`config.mk`:
```
export PLATFORM = sky130hd
export DESIGN_NAME = nvram_bus_memory_map_decoder
export DESIGN_NICKNAME = d
export VERILOG_FILES = /design/src/hdl/nvram_map_pkg.sv /design/src/hdl/nvram_bus_memory_map_decoder.sv
export SDC_FILE = /design/constraint.sdc
export NUM_CORES = 1
export LEC_CHECK = 0
export BUFFER_PORTS_ARGS = -buffer_cell sky130_fd_sc_hd__buf_2
export CAP_MARGIN = 20
export CORE_UTILIZATION = 35
export DETAILED_ROUTE_END_ITERATION = 16
export SLEW_MARGIN = 40
export SYNTH_ARGS = -nofsm -noshare
export SYNTH_HDL_FRONTEND = slang
export SYNTH_SLANG_ARGS = --single-unit
```
`constraint.sdc`:
```
create_clock -name REF_CLK -period 6.2 [get_ports REF_CLK]
set_clock_uncertainty 0.1 [all_clocks]
set_input_delay 0.31 -clock REF_CLK [delete_from_list [all_inputs] [get_ports REF_CLK]]
set_output_delay 0.31 -clock REF_CLK [all_outputs]
set_load 0.01 [all_outputs]
```
`src/hdl/nvram_map_pkg.sv`:
```
// Constants, types and decode functions for the bytewide memory-map decoder.
// Assumes a single 250 MHz core clock domain and 16-bit logical addresses.
package nvram_map_pkg;

  localparam int ADDR_W = 16;
  localparam int MEM_ADDR_W = 15;
  localparam int DATA_W = 8;
  localparam int AXI_AW = 4;

  // Register byte offsets
  localparam logic [AXI_AW-1:0] CFG_OFFS = 4'h0;
  localparam logic [AXI_AW-1:0] GUARD_OFFS = 4'h4;
  localparam logic [AXI_AW-1:0] MODE_OFFS = 4'h8;
  localparam logic [AXI_AW-1:0] STAT_OFFS = 4'hC;

  // Field positions of memory_config_reg; LOCK_BIT and TA_BIT are bit 0 of the mode and guard registers
  localparam int PART_HI = 7;
  localparam int PART_LO = 4;
  localparam int RANGE_BIT = 3;
  localparam int SEC_BIT = 2;
  localparam int GUARD_BIT = 1;
  localparam int LOCK_BIT = 0;
  localparam int TA_BIT = 0;

  // Decode values
  localparam logic [3:0] PART_ZERO = 4'h0;
  localparam logic [3:0] PART_TOP = 4'hF;
  localparam logic [10:0] SEG_ZERO = 11'h000;
  localparam logic [ADDR_W-1:0] TOP_BOUND = 16'h8000;
  localparam logic [ADDR_W-1:0] LIMIT_8K = 16'h2000;
  localparam logic [ADDR_W-1:0] LIMIT_32K = 16'h8000;

  localparam logic [1:0] RESP_OKAY = 2'h0;
  localparam logic [1:0] RESP_SLVERR = 2'h2;
  localparam logic [31:0] NV_CLEAR_VAL = 32'h0000_0000;

  // SRAM access time and its count of core clocks, rounded up
  localparam int ACC_TIME_NS = 70;
  localparam int CLK_PERIOD_NS = 4;
  localparam int ACC_CYCLES = (ACC_TIME_NS + CLK_PERIOD_NS - 1) / CLK_PERIOD_NS;
  localparam logic [4:0] ACC_LAST = 5'(ACC_CYCLES - 1);

  typedef enum logic [1:0] {
    ST_IDLE = 2'h0,
    ST_WAIT = 2'h1,
    ST_DONE = 2'h3
  } acc_state_type;

  typedef struct packed {
    logic fetch;
    logic loader;
    logic write;
    logic [ADDR_W-1:0] addr;
    logic [DATA_W-1:0] wdata;
  } acc_req_type;

  typedef struct packed {
    logic pri;
    logic sec;
    logic exp;
    logic blocked;
  } route_type;

  typedef struct packed {
    logic [3:0] part;
    logic range;
    logic sec;
    logic guard;
    logic lock;
  } nv_type;

  function automatic logic [ADDR_W-1:0] range_limit(input logic range);
    return range ? LIMIT_32K : LIMIT_8K;
  endfunction : range_limit

  function automatic logic [ADDR_W-1:0] part_bound(input logic [3:0] part, input logic lock);
    if ((lock && part == PART_ZERO) || part == PART_TOP)
      return TOP_BOUND;
    return {1'b0, part, SEG_ZERO};
  endfunction : part_bound

  function automatic route_type decode_route(input acc_req_type req, input nv_type nv, input logic ea_n);
    route_type r;
    logic [ADDR_W-1:0] lim;
    logic [ADDR_W-1:0] bound;
    r = '0;
    lim = range_limit(nv.range);
    bound = part_bound(nv.part, nv.lock);
    if (req.loader && !req.write && nv.lock)
      r.blocked = 1'b1;
    else if (!ea_n && !nv.lock)
      r.exp = 1'b1;
    else if (req.fetch)
    begin
      if (req.addr < bound && req.addr < lim)
        r.pri = 1'b1;
      else if (nv.lock)
        r.blocked = 1'b1;
      else
        r.exp = 1'b1;
    end
    else if (nv.sec && req.addr < lim)
      r.sec = 1'b1;
    else if (req.addr >= bound && req.addr < lim)
      r.pri = 1'b1;
    else
      r.exp = 1'b1;
    return r;
  endfunction : decode_route

endpackage : nvram_map_pkg

```
`src/hdl/nvram_bus_memory_map_decoder.sv`:
```
// Bytewide NV SRAM bus controller with memory-map decode and AXI4-Lite registers.
// Assumes one core clock, core requests on the same clock, SRAM data and pins asynchronous.
//
// The AXI4-Lite interface to the registers and the register offsets were left to the implementer.
`timescale 1ns/100ps
`default_nettype none
module nvram_bus_memory_map_decoder
  import nvram_map_pkg::*;
(
  // Clock, resets
  input wire logic REF_CLK,
  input wire logic RESET,
  input wire logic NV_CLEAR,
  // Mode pins
  input wire logic BOOT_MODE,
  input wire logic EXTERNAL_FETCH_FORCE_N,
  // Core access port
  input wire logic ACC_VALID,
  output logic ACC_READY,
  input wire acc_req_type ACC_REQ,
  output logic ACC_DONE,
  output logic [DATA_W-1:0] ACC_RDATA,
  output route_type ACC_ROUTE,
  // Expanded bus hand-off
  output logic EXP_REQ,
  output logic [ADDR_W-1:0] EXP_ADDR,
  // Bytewide SRAM bus
  output logic [MEM_ADDR_W-1:0] MEM_ADDR,
  output logic [DATA_W-1:0] MEM_DQ_O,
  input wire logic [DATA_W-1:0] MEM_DQ_I,
  output logic MEM_DQ_OE,
  output logic MEM_RW_N,
  output logic PRIMARY_RAM_SELECT_N,
  output logic SECONDARY_RAM_SELECT_N,
  // AXI4-Lite slave
  input wire logic [AXI_AW-1:0] S_AXI_AWADDR,
  input wire logic S_AXI_AWVALID,
  output logic S_AXI_AWREADY,
  input wire logic [31:0] S_AXI_WDATA,
  input wire logic [3:0] S_AXI_WSTRB,
  input wire logic S_AXI_WVALID,
  output logic S_AXI_WREADY,
  output logic [1:0] S_AXI_BRESP,
  output logic S_AXI_BVALID,
  input wire logic S_AXI_BREADY,
  input wire logic [AXI_AW-1:0] S_AXI_ARADDR,
  input wire logic S_AXI_ARVALID,
  output logic S_AXI_ARREADY,
  output logic [31:0] S_AXI_RDATA,
  output logic [1:0] S_AXI_RRESP,
  output logic S_AXI_RVALID,
  input wire logic S_AXI_RREADY
);

  localparam int ACC_WAIT_A = ACC_CYCLES;

  typedef struct packed {
    acc_state_type fsm;
    logic [4:0] cnt;
    acc_req_type req;
    route_type route;
    logic [DATA_W-1:0] rdata;
    logic [MEM_ADDR_W-1:0] mem_addr;
    logic dq_oe;
    logic rw_n;
    logic pri_n;
    logic sec_n;
    logic exp_req;
    logic [1:0] ea_sync;
    logic [1:0] boot_sync;
    logic [DATA_W-1:0] dq_s1;
    logic [DATA_W-1:0] dq_s2;
    logic aw_have;
    logic [AXI_AW-1:0] aw_addr;
    logic w_have;
    logic [31:0] w_data;
    logic [3:0] w_strb;
    logic bvalid;
    logic [1:0] bresp;
    logic rvalid;
    logic [31:0] rdata_bus;
    logic [1:0] rresp;
  } state_type;

  state_type st_q;
  state_type st_d;
  nv_type nv_q;
  nv_type nv_d;
  logic ea_n;
  logic boot;
  logic acc_fire;
  logic wr_fire;
  route_type rt;

  assign ea_n = st_q.ea_sync[1];
  assign boot = st_q.boot_sync[1];
  assign ACC_READY = (st_q.fsm == ST_IDLE);
  assign acc_fire = ACC_VALID && ACC_READY;
  assign wr_fire = st_q.aw_have && st_q.w_have && !st_q.bvalid;
  assign rt = decode_route(ACC_REQ, nv_q, ea_n);

  function automatic logic [31:0] reg_read(input logic [AXI_AW-1:0] a, input nv_type nv, input state_type s);
    logic [31:0] v;
    v = '0;
    case (a)
      CFG_OFFS:
      begin
        v[PART_HI:PART_LO] = nv.part;
        v[RANGE_BIT] = nv.range;
        v[SEC_BIT] = nv.sec;
        v[GUARD_BIT] = nv.guard;
      end
      GUARD_OFFS: v[TA_BIT] = nv.guard;
      MODE_OFFS: v[LOCK_BIT] = nv.lock;
      STAT_OFFS: v[7:0] = {s.route, ~s.ea_sync[1], s.boot_sync[1], s.fsm};
      default: v = '0;
    endcase
    return v;
  endfunction : reg_read

  function automatic logic reg_known(input logic [AXI_AW-1:0] a);
    return a == CFG_OFFS || a == GUARD_OFFS || a == MODE_OFFS || a == STAT_OFFS;
  endfunction : reg_known

  always_comb
  begin
    st_d = st_q;
    nv_d = nv_q;
    // Pin synchronisers
    st_d.ea_sync = {st_q.ea_sync[0], EXTERNAL_FETCH_FORCE_N};
    st_d.boot_sync = {st_q.boot_sync[0], BOOT_MODE};
    st_d.dq_s1 = MEM_DQ_I;
    st_d.dq_s2 = st_q.dq_s1;
    // Access sequencer
    case (st_q.fsm)
      ST_IDLE:
      begin
        if (acc_fire)
        begin
          st_d.req = ACC_REQ;
          st_d.route = rt;
          if (rt.pri || rt.sec)
          begin
            st_d.mem_addr = ACC_REQ.addr[MEM_ADDR_W-1:0];
            st_d.rw_n = !ACC_REQ.write;
            st_d.dq_oe = ACC_REQ.write;
            st_d.pri_n = !rt.pri;
            st_d.sec_n = !rt.sec;
            st_d.cnt = ACC_LAST;
            st_d.fsm = ST_WAIT;
          end
          else
          begin
            st_d.exp_req = rt.exp;
            st_d.fsm = ST_DONE;
          end
        end
      end
      ST_WAIT:
      begin
        if (st_q.cnt == '0)
        begin
          // Data was read through two flops, so the byte taken left the pins two cycles before the count ended
          st_d.rdata = st_q.dq_s2;
          st_d.pri_n = 1'b1;
          st_d.sec_n = 1'b1;
          st_d.dq_oe = 1'b0;
          st_d.rw_n = 1'b1;
          st_d.fsm = ST_DONE;
        end
        else
          st_d.cnt = st_q.cnt - 5'h1;
      end
      ST_DONE:
      begin
        st_d.exp_req = 1'b0;
        st_d.fsm = ST_IDLE;
      end
      default: st_d.fsm = ST_IDLE;
    endcase
    // AXI write channels, taken in either order
    if (S_AXI_AWVALID && S_AXI_AWREADY)
    begin
      st_d.aw_have = 1'b1;
      st_d.aw_addr = S_AXI_AWADDR;
    end
    if (S_AXI_WVALID && S_AXI_WREADY)
    begin
      st_d.w_have = 1'b1;
      st_d.w_data = S_AXI_WDATA;
      st_d.w_strb = S_AXI_WSTRB;
    end
    if (wr_fire)
    begin
      st_d.aw_have = 1'b0;
      st_d.w_have = 1'b0;
      st_d.bvalid = 1'b1;
      st_d.bresp = reg_known(st_q.aw_addr) ? RESP_OKAY : RESP_SLVERR;
      if (st_q.w_strb[0])
      begin
        case (st_q.aw_addr)
          CFG_OFFS:
          begin
            if (nv_q.guard)
              nv_d.part = st_q.w_data[PART_HI:PART_LO];
            if (boot)
              nv_d.range = st_q.w_data[RANGE_BIT];
            nv_d.sec = st_q.w_data[SEC_BIT];
            // Guard bit in this register is read-only on purpose
          end
          GUARD_OFFS: nv_d.guard = st_q.w_data[TA_BIT];
          MODE_OFFS:
          begin
            // Lock only set by the loader, never by application code
            if (boot)
              nv_d.lock = st_q.w_data[LOCK_BIT];
          end
          default: nv_d = nv_q;
        endcase
      end
    end
    if (st_q.bvalid && S_AXI_BREADY)
      st_d.bvalid = 1'b0;
    // AXI read channel
    if (S_AXI_ARVALID && S_AXI_ARREADY)
    begin
      st_d.rvalid = 1'b1;
      st_d.rdata_bus = reg_read(S_AXI_ARADDR, nv_q, st_q);
      st_d.rresp = reg_known(S_AXI_ARADDR) ? RESP_OKAY : RESP_SLVERR;
    end
    else if (st_q.rvalid && S_AXI_RREADY)
      st_d.rvalid = 1'b0;
  end

  always_ff @(posedge REF_CLK or posedge RESET)
  begin
    if (RESET)
    begin
      st_q <= '0;
      st_q.fsm <= ST_IDLE;
      st_q.rw_n <= 1'b1;
      st_q.pri_n <= 1'b1;
      st_q.sec_n <= 1'b1;
      st_q.ea_sync <= 2'h3;
    end
    else
      st_q <= st_d;
  end

  // Battery-backed settings ignore core reset so wrong values persist too
  always_ff @(posedge REF_CLK or posedge NV_CLEAR)
  begin
    if (NV_CLEAR)
      nv_q <= nv_type'(NV_CLEAR_VAL[7:0]);
    else
      nv_q <= nv_d;
  end

  assign ACC_DONE = (st_q.fsm == ST_DONE);
  assign ACC_RDATA = st_q.rdata;
  assign ACC_ROUTE = st_q.route;
  assign EXP_REQ = st_q.exp_req;
  assign EXP_ADDR = st_q.req.addr;
  assign MEM_ADDR = st_q.mem_addr;
  assign MEM_DQ_O = st_q.req.wdata;
  assign MEM_DQ_OE = st_q.dq_oe;
  assign MEM_RW_N = st_q.rw_n;
  assign PRIMARY_RAM_SELECT_N = st_q.pri_n;
  assign SECONDARY_RAM_SELECT_N = st_q.sec_n;
  assign S_AXI_AWREADY = !st_q.aw_have && !st_q.bvalid;
  assign S_AXI_WREADY = !st_q.w_have && !st_q.bvalid;
  assign S_AXI_BVALID = st_q.bvalid;
  assign S_AXI_BRESP = st_q.bresp;
  assign S_AXI_ARREADY = !st_q.rvalid;
  assign S_AXI_RVALID = st_q.rvalid;
  assign S_AXI_RDATA = st_q.rdata_bus;
  assign S_AXI_RRESP = st_q.rresp;
endmodule : nvram_bus_memory_map_decoder
`default_nettype wire

```
# Word level (Yosys, flattened, before mapping)
# Cells that the tools add are included.
# totals
ff_bits	150
output_inout_bits	99
inputBits	90
wordCells	160
# classes
n_lt_le_gt_ge	3
n_bitwise	1
addsub	1
reduce_logical	57
eq_ne	14
mux	47
# ops
operator	n
16-bit 2-to-1 mux	3
38-bit 2-to-1 mux	1
37-bit 2-to-1 mux	1
16-bit < comparator	2
1-bit 2-to-1 mux	22
4-bit == test, second input constant	5
5-bit 2-to-1 mux	4
4-bit AND reduction	5
1-bit logical AND	17
16-bit >= comparator	1
7-bit case mux with 2 select lines	1
4-bit logical NOT	3
2-bit 2-to-1 mux	6
3-bit AND reduction	4
2-bit nonzero test	6
5-bit case mux with 2 select lines	1
1-bit logical NOT	9
4-bit by 3-bit == test with 1-bit output, second input constant	2
1-bit logical OR	8
4-bit 2-to-1 mux	2
4-bit case mux with 2 select lines	1
3-bit 2-to-1 mux	2
2-bit != test, second input constant	3
2-bit AND reduction	3
10 further kinds	11

# Depth between registers and ports, before layout
# logic_depth
ltp_word	16
mapped_depth	11
depth_no_buf	10

# Worst setup path after synthesis
# No wires, ideal clock.
# synth_timing
path_kind	reg2reg
from	register nv_q[7] in the netlist's numbering
to	register st_q, in the netlist MEM_ADDR[10]
path_slack_ns	3.597
setup_ns	0.125
arrival_ns	2.378
stages_incl_launch_ff	12
path_buffers	1
path_cell_list	dfrtp_1 nor2_1 nand2_1 o31a_1 ha_1 and4_1 nand4_1 nor3b_1 a21oi_2 nand3_4 buf_6 mux2_4
# synth_via
elab_chain_cells	14
elab_cells_between_ends	18
classes_between	2 x order compare; 1 x eq/ne; 8 x mux; 7 x reduce/logical
# synth_lines
item	line_no	source
start: declaration	nvram_bus_memory_map_decoder.sv:87	nv_type nv_q;
start signal: assignment	nvram_bus_memory_map_decoder.sv:254	nv_q <= nv_type'(NV_CLEAR_VAL[7:0]);
start signal: assignment	nvram_bus_memory_map_decoder.sv:256	nv_q <= nv_d;
4-bit logical NOT	nvram_map_pkg.sv:77	if ((lock && part == PART_ZERO) || part == PART_TOP)
1-bit logical AND	nvram_map_pkg.sv:77	
1-bit logical OR	nvram_map_pkg.sv:77	
1-bit 2-to-1 mux	nvram_map_pkg.sv:77	
16-bit 2-to-1 mux (*)	nvram_map_pkg.sv:79	return {1'b0, part, SEG_ZERO};
16-bit >= comparator	nvram_map_pkg.sv:104	else if (req.addr >= bound && req.addr < lim)
1-bit logical AND	nvram_map_pkg.sv:104	
1-bit 2-to-1 mux	nvram_map_pkg.sv:104	
1-bit 2-to-1 mux	nvram_map_pkg.sv:102	else if (nv.sec && req.addr < lim)
1-bit 2-to-1 mux (*)	nvram_map_pkg.sv:93	else if (req.fetch)
2-bit 2-to-1 mux (*)	nvram_map_pkg.sv:91	else if (!ea_n && !nv.lock)
3-bit 2-to-1 mux (*)	nvram_map_pkg.sv:89	if (req.loader && !req.write && nv.lock)
1-bit logical OR (*)	nvram_bus_memory_map_decoder.sv:142	if (rt.pri || rt.sec)
3-bit AND reduction (no line) (*)	n/a	
end signal: assignment	nvram_bus_memory_map_decoder.sv:247	st_q <= st_d;
end: declaration	nvram_bus_memory_map_decoder.sv:85	state_type st_q;
# Every way passes the cells marked *; elsewhere a longest branch is shown, timed or not.
# A chain may end at the register's enable or synchronous reset.

# Worst setup path after layout
# layout_timing
from	register nv_q[7] in the netlist's numbering
to	register st_q, in the netlist MEM_ADDR[11]
# The elaborated chain is that of the path after synthesis.

==> impl_metrics.toml <==
[status]
outcome = "complete, no violations"

[floorplanning]
num_rows = 44
die_w_um = 126
dieArea_um2 = 15900
coreArea_um2 = 14800
io_pins = 189
die_y_um = 126
start_util_pct = 36.5

[critical_path]
r2r_cells = 10
cp-end-kind = "flop"
cp.required_ns = 6.39
crit_arrival_ns = 3.31
cp_cell_sequence = "and3_1, nand2_1, and2_1, ha_1, nor4b_2, nand4_1, nor3b_1, a21oi_2, nand3_4, mux2_4"
critPathMaxStageDelay_ns = 0.45
startpoint_type = "flop"
worstPathMaxFanout = 18
crit_type = "flop to flop"
cp_num_buf_inv = 0
cp_top_family = "simple AND/OR/NAND/NOR gates"
slowest_stage = "dfrtp_1"
r2r_slack_ns = 3.08
r2r_start = "nv_q[7]"
r2r-end = "MEM_ADDR[11]"

[final_layout]
drive_gt1_share_pct = 37.7
area_delta_synth_final_pct = 21.3
antenna_cells = 0
nets = 696

[min_path]
min_to = "EXP_ADDR[1]"
holdCritStartpoint = "ACC_REQ[9]"
worstHoldPathCells = 3
hp-class = "primary input to flop"

[logic_synthesis]
ys_ff_latch = 117
synth-edff-count = 0
syn_inst = 493
synth_ff_type = "dfrtp_1"
synth_cell_types = 48
synthArstFlopShare_pct = 100
syn_area_um2 = 5390
avgSynthCellArea_um2 = 10.9
seq_area_frac_synth_pct = 54.5
synth_warnings = 0

[sta]
slew_headroom_pct = 54.2
fin_crit_sh_pct = 50.3
tightest_slew_ns = 0.687
holdWs_ns = 0.0249
hold_viol = 0
finalSetupViolations = 0
period_minus_slack_ns = 3.12
tns_ns = 0
rsz0062_at_grt = "no"
max_freq_mhz = 321
finalMaxSlewViolations = 0

[power]
power_density_nw_per_um2 = 465
p_leak_nw = 3.31
ir_drop_mv = 0.226

[global_routing]
grt_first_pass_wirelength_um = 17800
grt-ovfl-total = 0
gr-usage-met2_pct = 23.0
met3_usage_pct = 5.82
grt.busiest_layer = "met2"
grt_usage_pct = 14.6
grt_start_max_net_pins = 74
met1_usage_pct = 18.4
grt_pass1_vias = 3510
antenna_found_initial = 0

[clock_tree]
cts_buffer_depth = 2
cts_resized = 0
cts.reportedPaths.clkPinSlew_ns = 0.06
insertion_delay_ns = 0.41
cts_made_buffers = 17
htree_num_levels = 4
cts.sinks = 117
cts_tree = "yes"
clockRootBuffer = "clkbuf_16"

[routing]
totalWireLength_um = 11100
post_drt_via_cell_ratio = 4.49
avgRoutedWirePerCell_um = 14.0
drc_errors = 0
drt_pre_antenna_iters = 4
vias = 3578
drtIter0Drc = 143
antenna_left = 0

[job]
maxCapViolations = 0

[placement]
gp_congestion = 0.759
dp_hpwl_um = 7800
io_buffers = 134
[state kept, by name, indices dropped and copies added, names as in the netlist, 4 cells and up]
register / cells
MEM_DQ_O: 8
S_AXI_RDATA: 8
nv_q: 8
st_d: 10
MEM_ADDR: 15
ACC_ROUTE: 4
EXP_ADDR: 16
ACC_RDATA: 8
st_q: 29
[layer usage]
layer  share of wire (%)  vias up
met5                   0        -
met4                0.68        0
met3                 6.6        7
met2                  47      119
met1                  46     1690
li1                    -     1762
[kinds of logic (layout without fill, tap and decap cells)]
logic type,count (synthesis),after routing,share of synthesized area [%]
buf+inv,107,201,13.7
mux,44,44,9.69
other cells,1,26,0.0696
compound gates,57,57,7.13
fa+ha+maj,7,7,1.63
simple gates,160,160,13.4
flops,117,117,54.5
[synth_stat cells, drive strengths merged, types with 2 or more instances]
cell	number	share of area (%)
a22oi	8	1.2
ha	7	1.6
nor3	5	0.46
nand2	104	7.2
dfstp	5	2.4
a211oi	2	0.28
a21oi	10	1.0
a311oi	2	0.33
inv	10	0.70
nand3	5	0.70
dfrtp	112	52
o21ai	17	1.6
a31o	3	0.49
and3	2	0.23
buf	89	12
o21a	3	0.42
mux2	44	9.7
and2	6	0.70
o221a	2	0.42
nor4	3	0.35
nor2b	4	0.46
o22ai	2	0.23
or3	2	0.23
or2	3	0.35
nand2b	5	0.58
nor2	15	1.0
clkbuf	8	0.56
[power breakdown]
group	switching [mW]	internal [mW]	total (mW)
clock	0.345	0.624	0.969
sequential	0.169	1.03	1.20
combinational	0.451	0.412	0.864
[timing repair]
action                     4_1_cts  5_1_grt
hold endpoints to repair        60        0
hold buffers                    22        0
buffers inserted                 0        0
setup endpoints to repair        0        0
[layout by cell type, fill, tap and decap left out, types with 3 or more instances in the layout]
master,instances
nand2b_1,5
clkbuf_8,3
mux2_2,37
nand3_1,4
ha_1,7
a31o_2,3
a22oi_1,7
dfstp_2,5
nor2_1,15
nor2b_1,4
inv_6,3
inv_1,9
o21ai_0,17
a21oi_1,9
or2_2,3
and2_1,6
dfrtp_1,112
clkinv_2,4
buf_2,134
nor3_1,5
conb_1,26
clkbuf_16,17
dlygate4sd3_1,22
o21a_1,3
mux2_4,7
nand2_1,104
[final cells by class]
type,count,area (um2)
well taps,184,230
multi-input cells,294,1820
clock buffers,21,470
repair buffers,159,917
flip-flops and latches,117,2930
fillers,1414,8220
inverters,10,40.0
clock inverters,11,123
[through the flow]
step / util (%) / instances / setup slack [ns] / instance area [um2] / power [mW]
floorplan: - / 518 / 2.92 / 5480 / 1.96
global placement: 38.7 / 742 / 3.14 / 5710 / 2.05
detailed placement: 38.8 / 742 / 3.05 / 5720 / 2.08
CTS: 44.3 / 796 / 3.04 / 6530 / 3.08
global route: 44.3 / 796 / 2.85 / 6530 / 3.23
finish: 44.3 / 796 / 3.08 / 6530 / 3.04
[how the worst max path moves through the flow]
stage | startpoint | end | slack (ns) | cells past startpoint
5_1_grt | nv_q[7] | MEM_ADDR[7] | 2.85 | 10
2_1_floorplan | RESET | ACC_RDATA[0] | 2.92 | 1
6_report | nv_q[7] | MEM_ADDR[11] | 3.08 | 10
3_5_place_dp | nv_q[7] | MEM_ADDR[11] | 3.05 | 10
3_3_place_gp | nv_q[7] | MEM_ADDR[8] | 3.14 | 10
4_1_cts | nv_q[7] | MEM_ADDR[11] | 3.04 | 10
[worst register-to-register path: cells and delay by family, from the launching register on]
kind	cells	cell delay, ns
AO/OA/AOI/OAI	1	0.27
multiplexers	1	0.41
flip-flops	1	0.45
adder cells (fa/ha/maj)	1	0.27
AND/OR/NAND/NOR	7	1.50
Note: power is estimated with default switching activity, not from simulation.
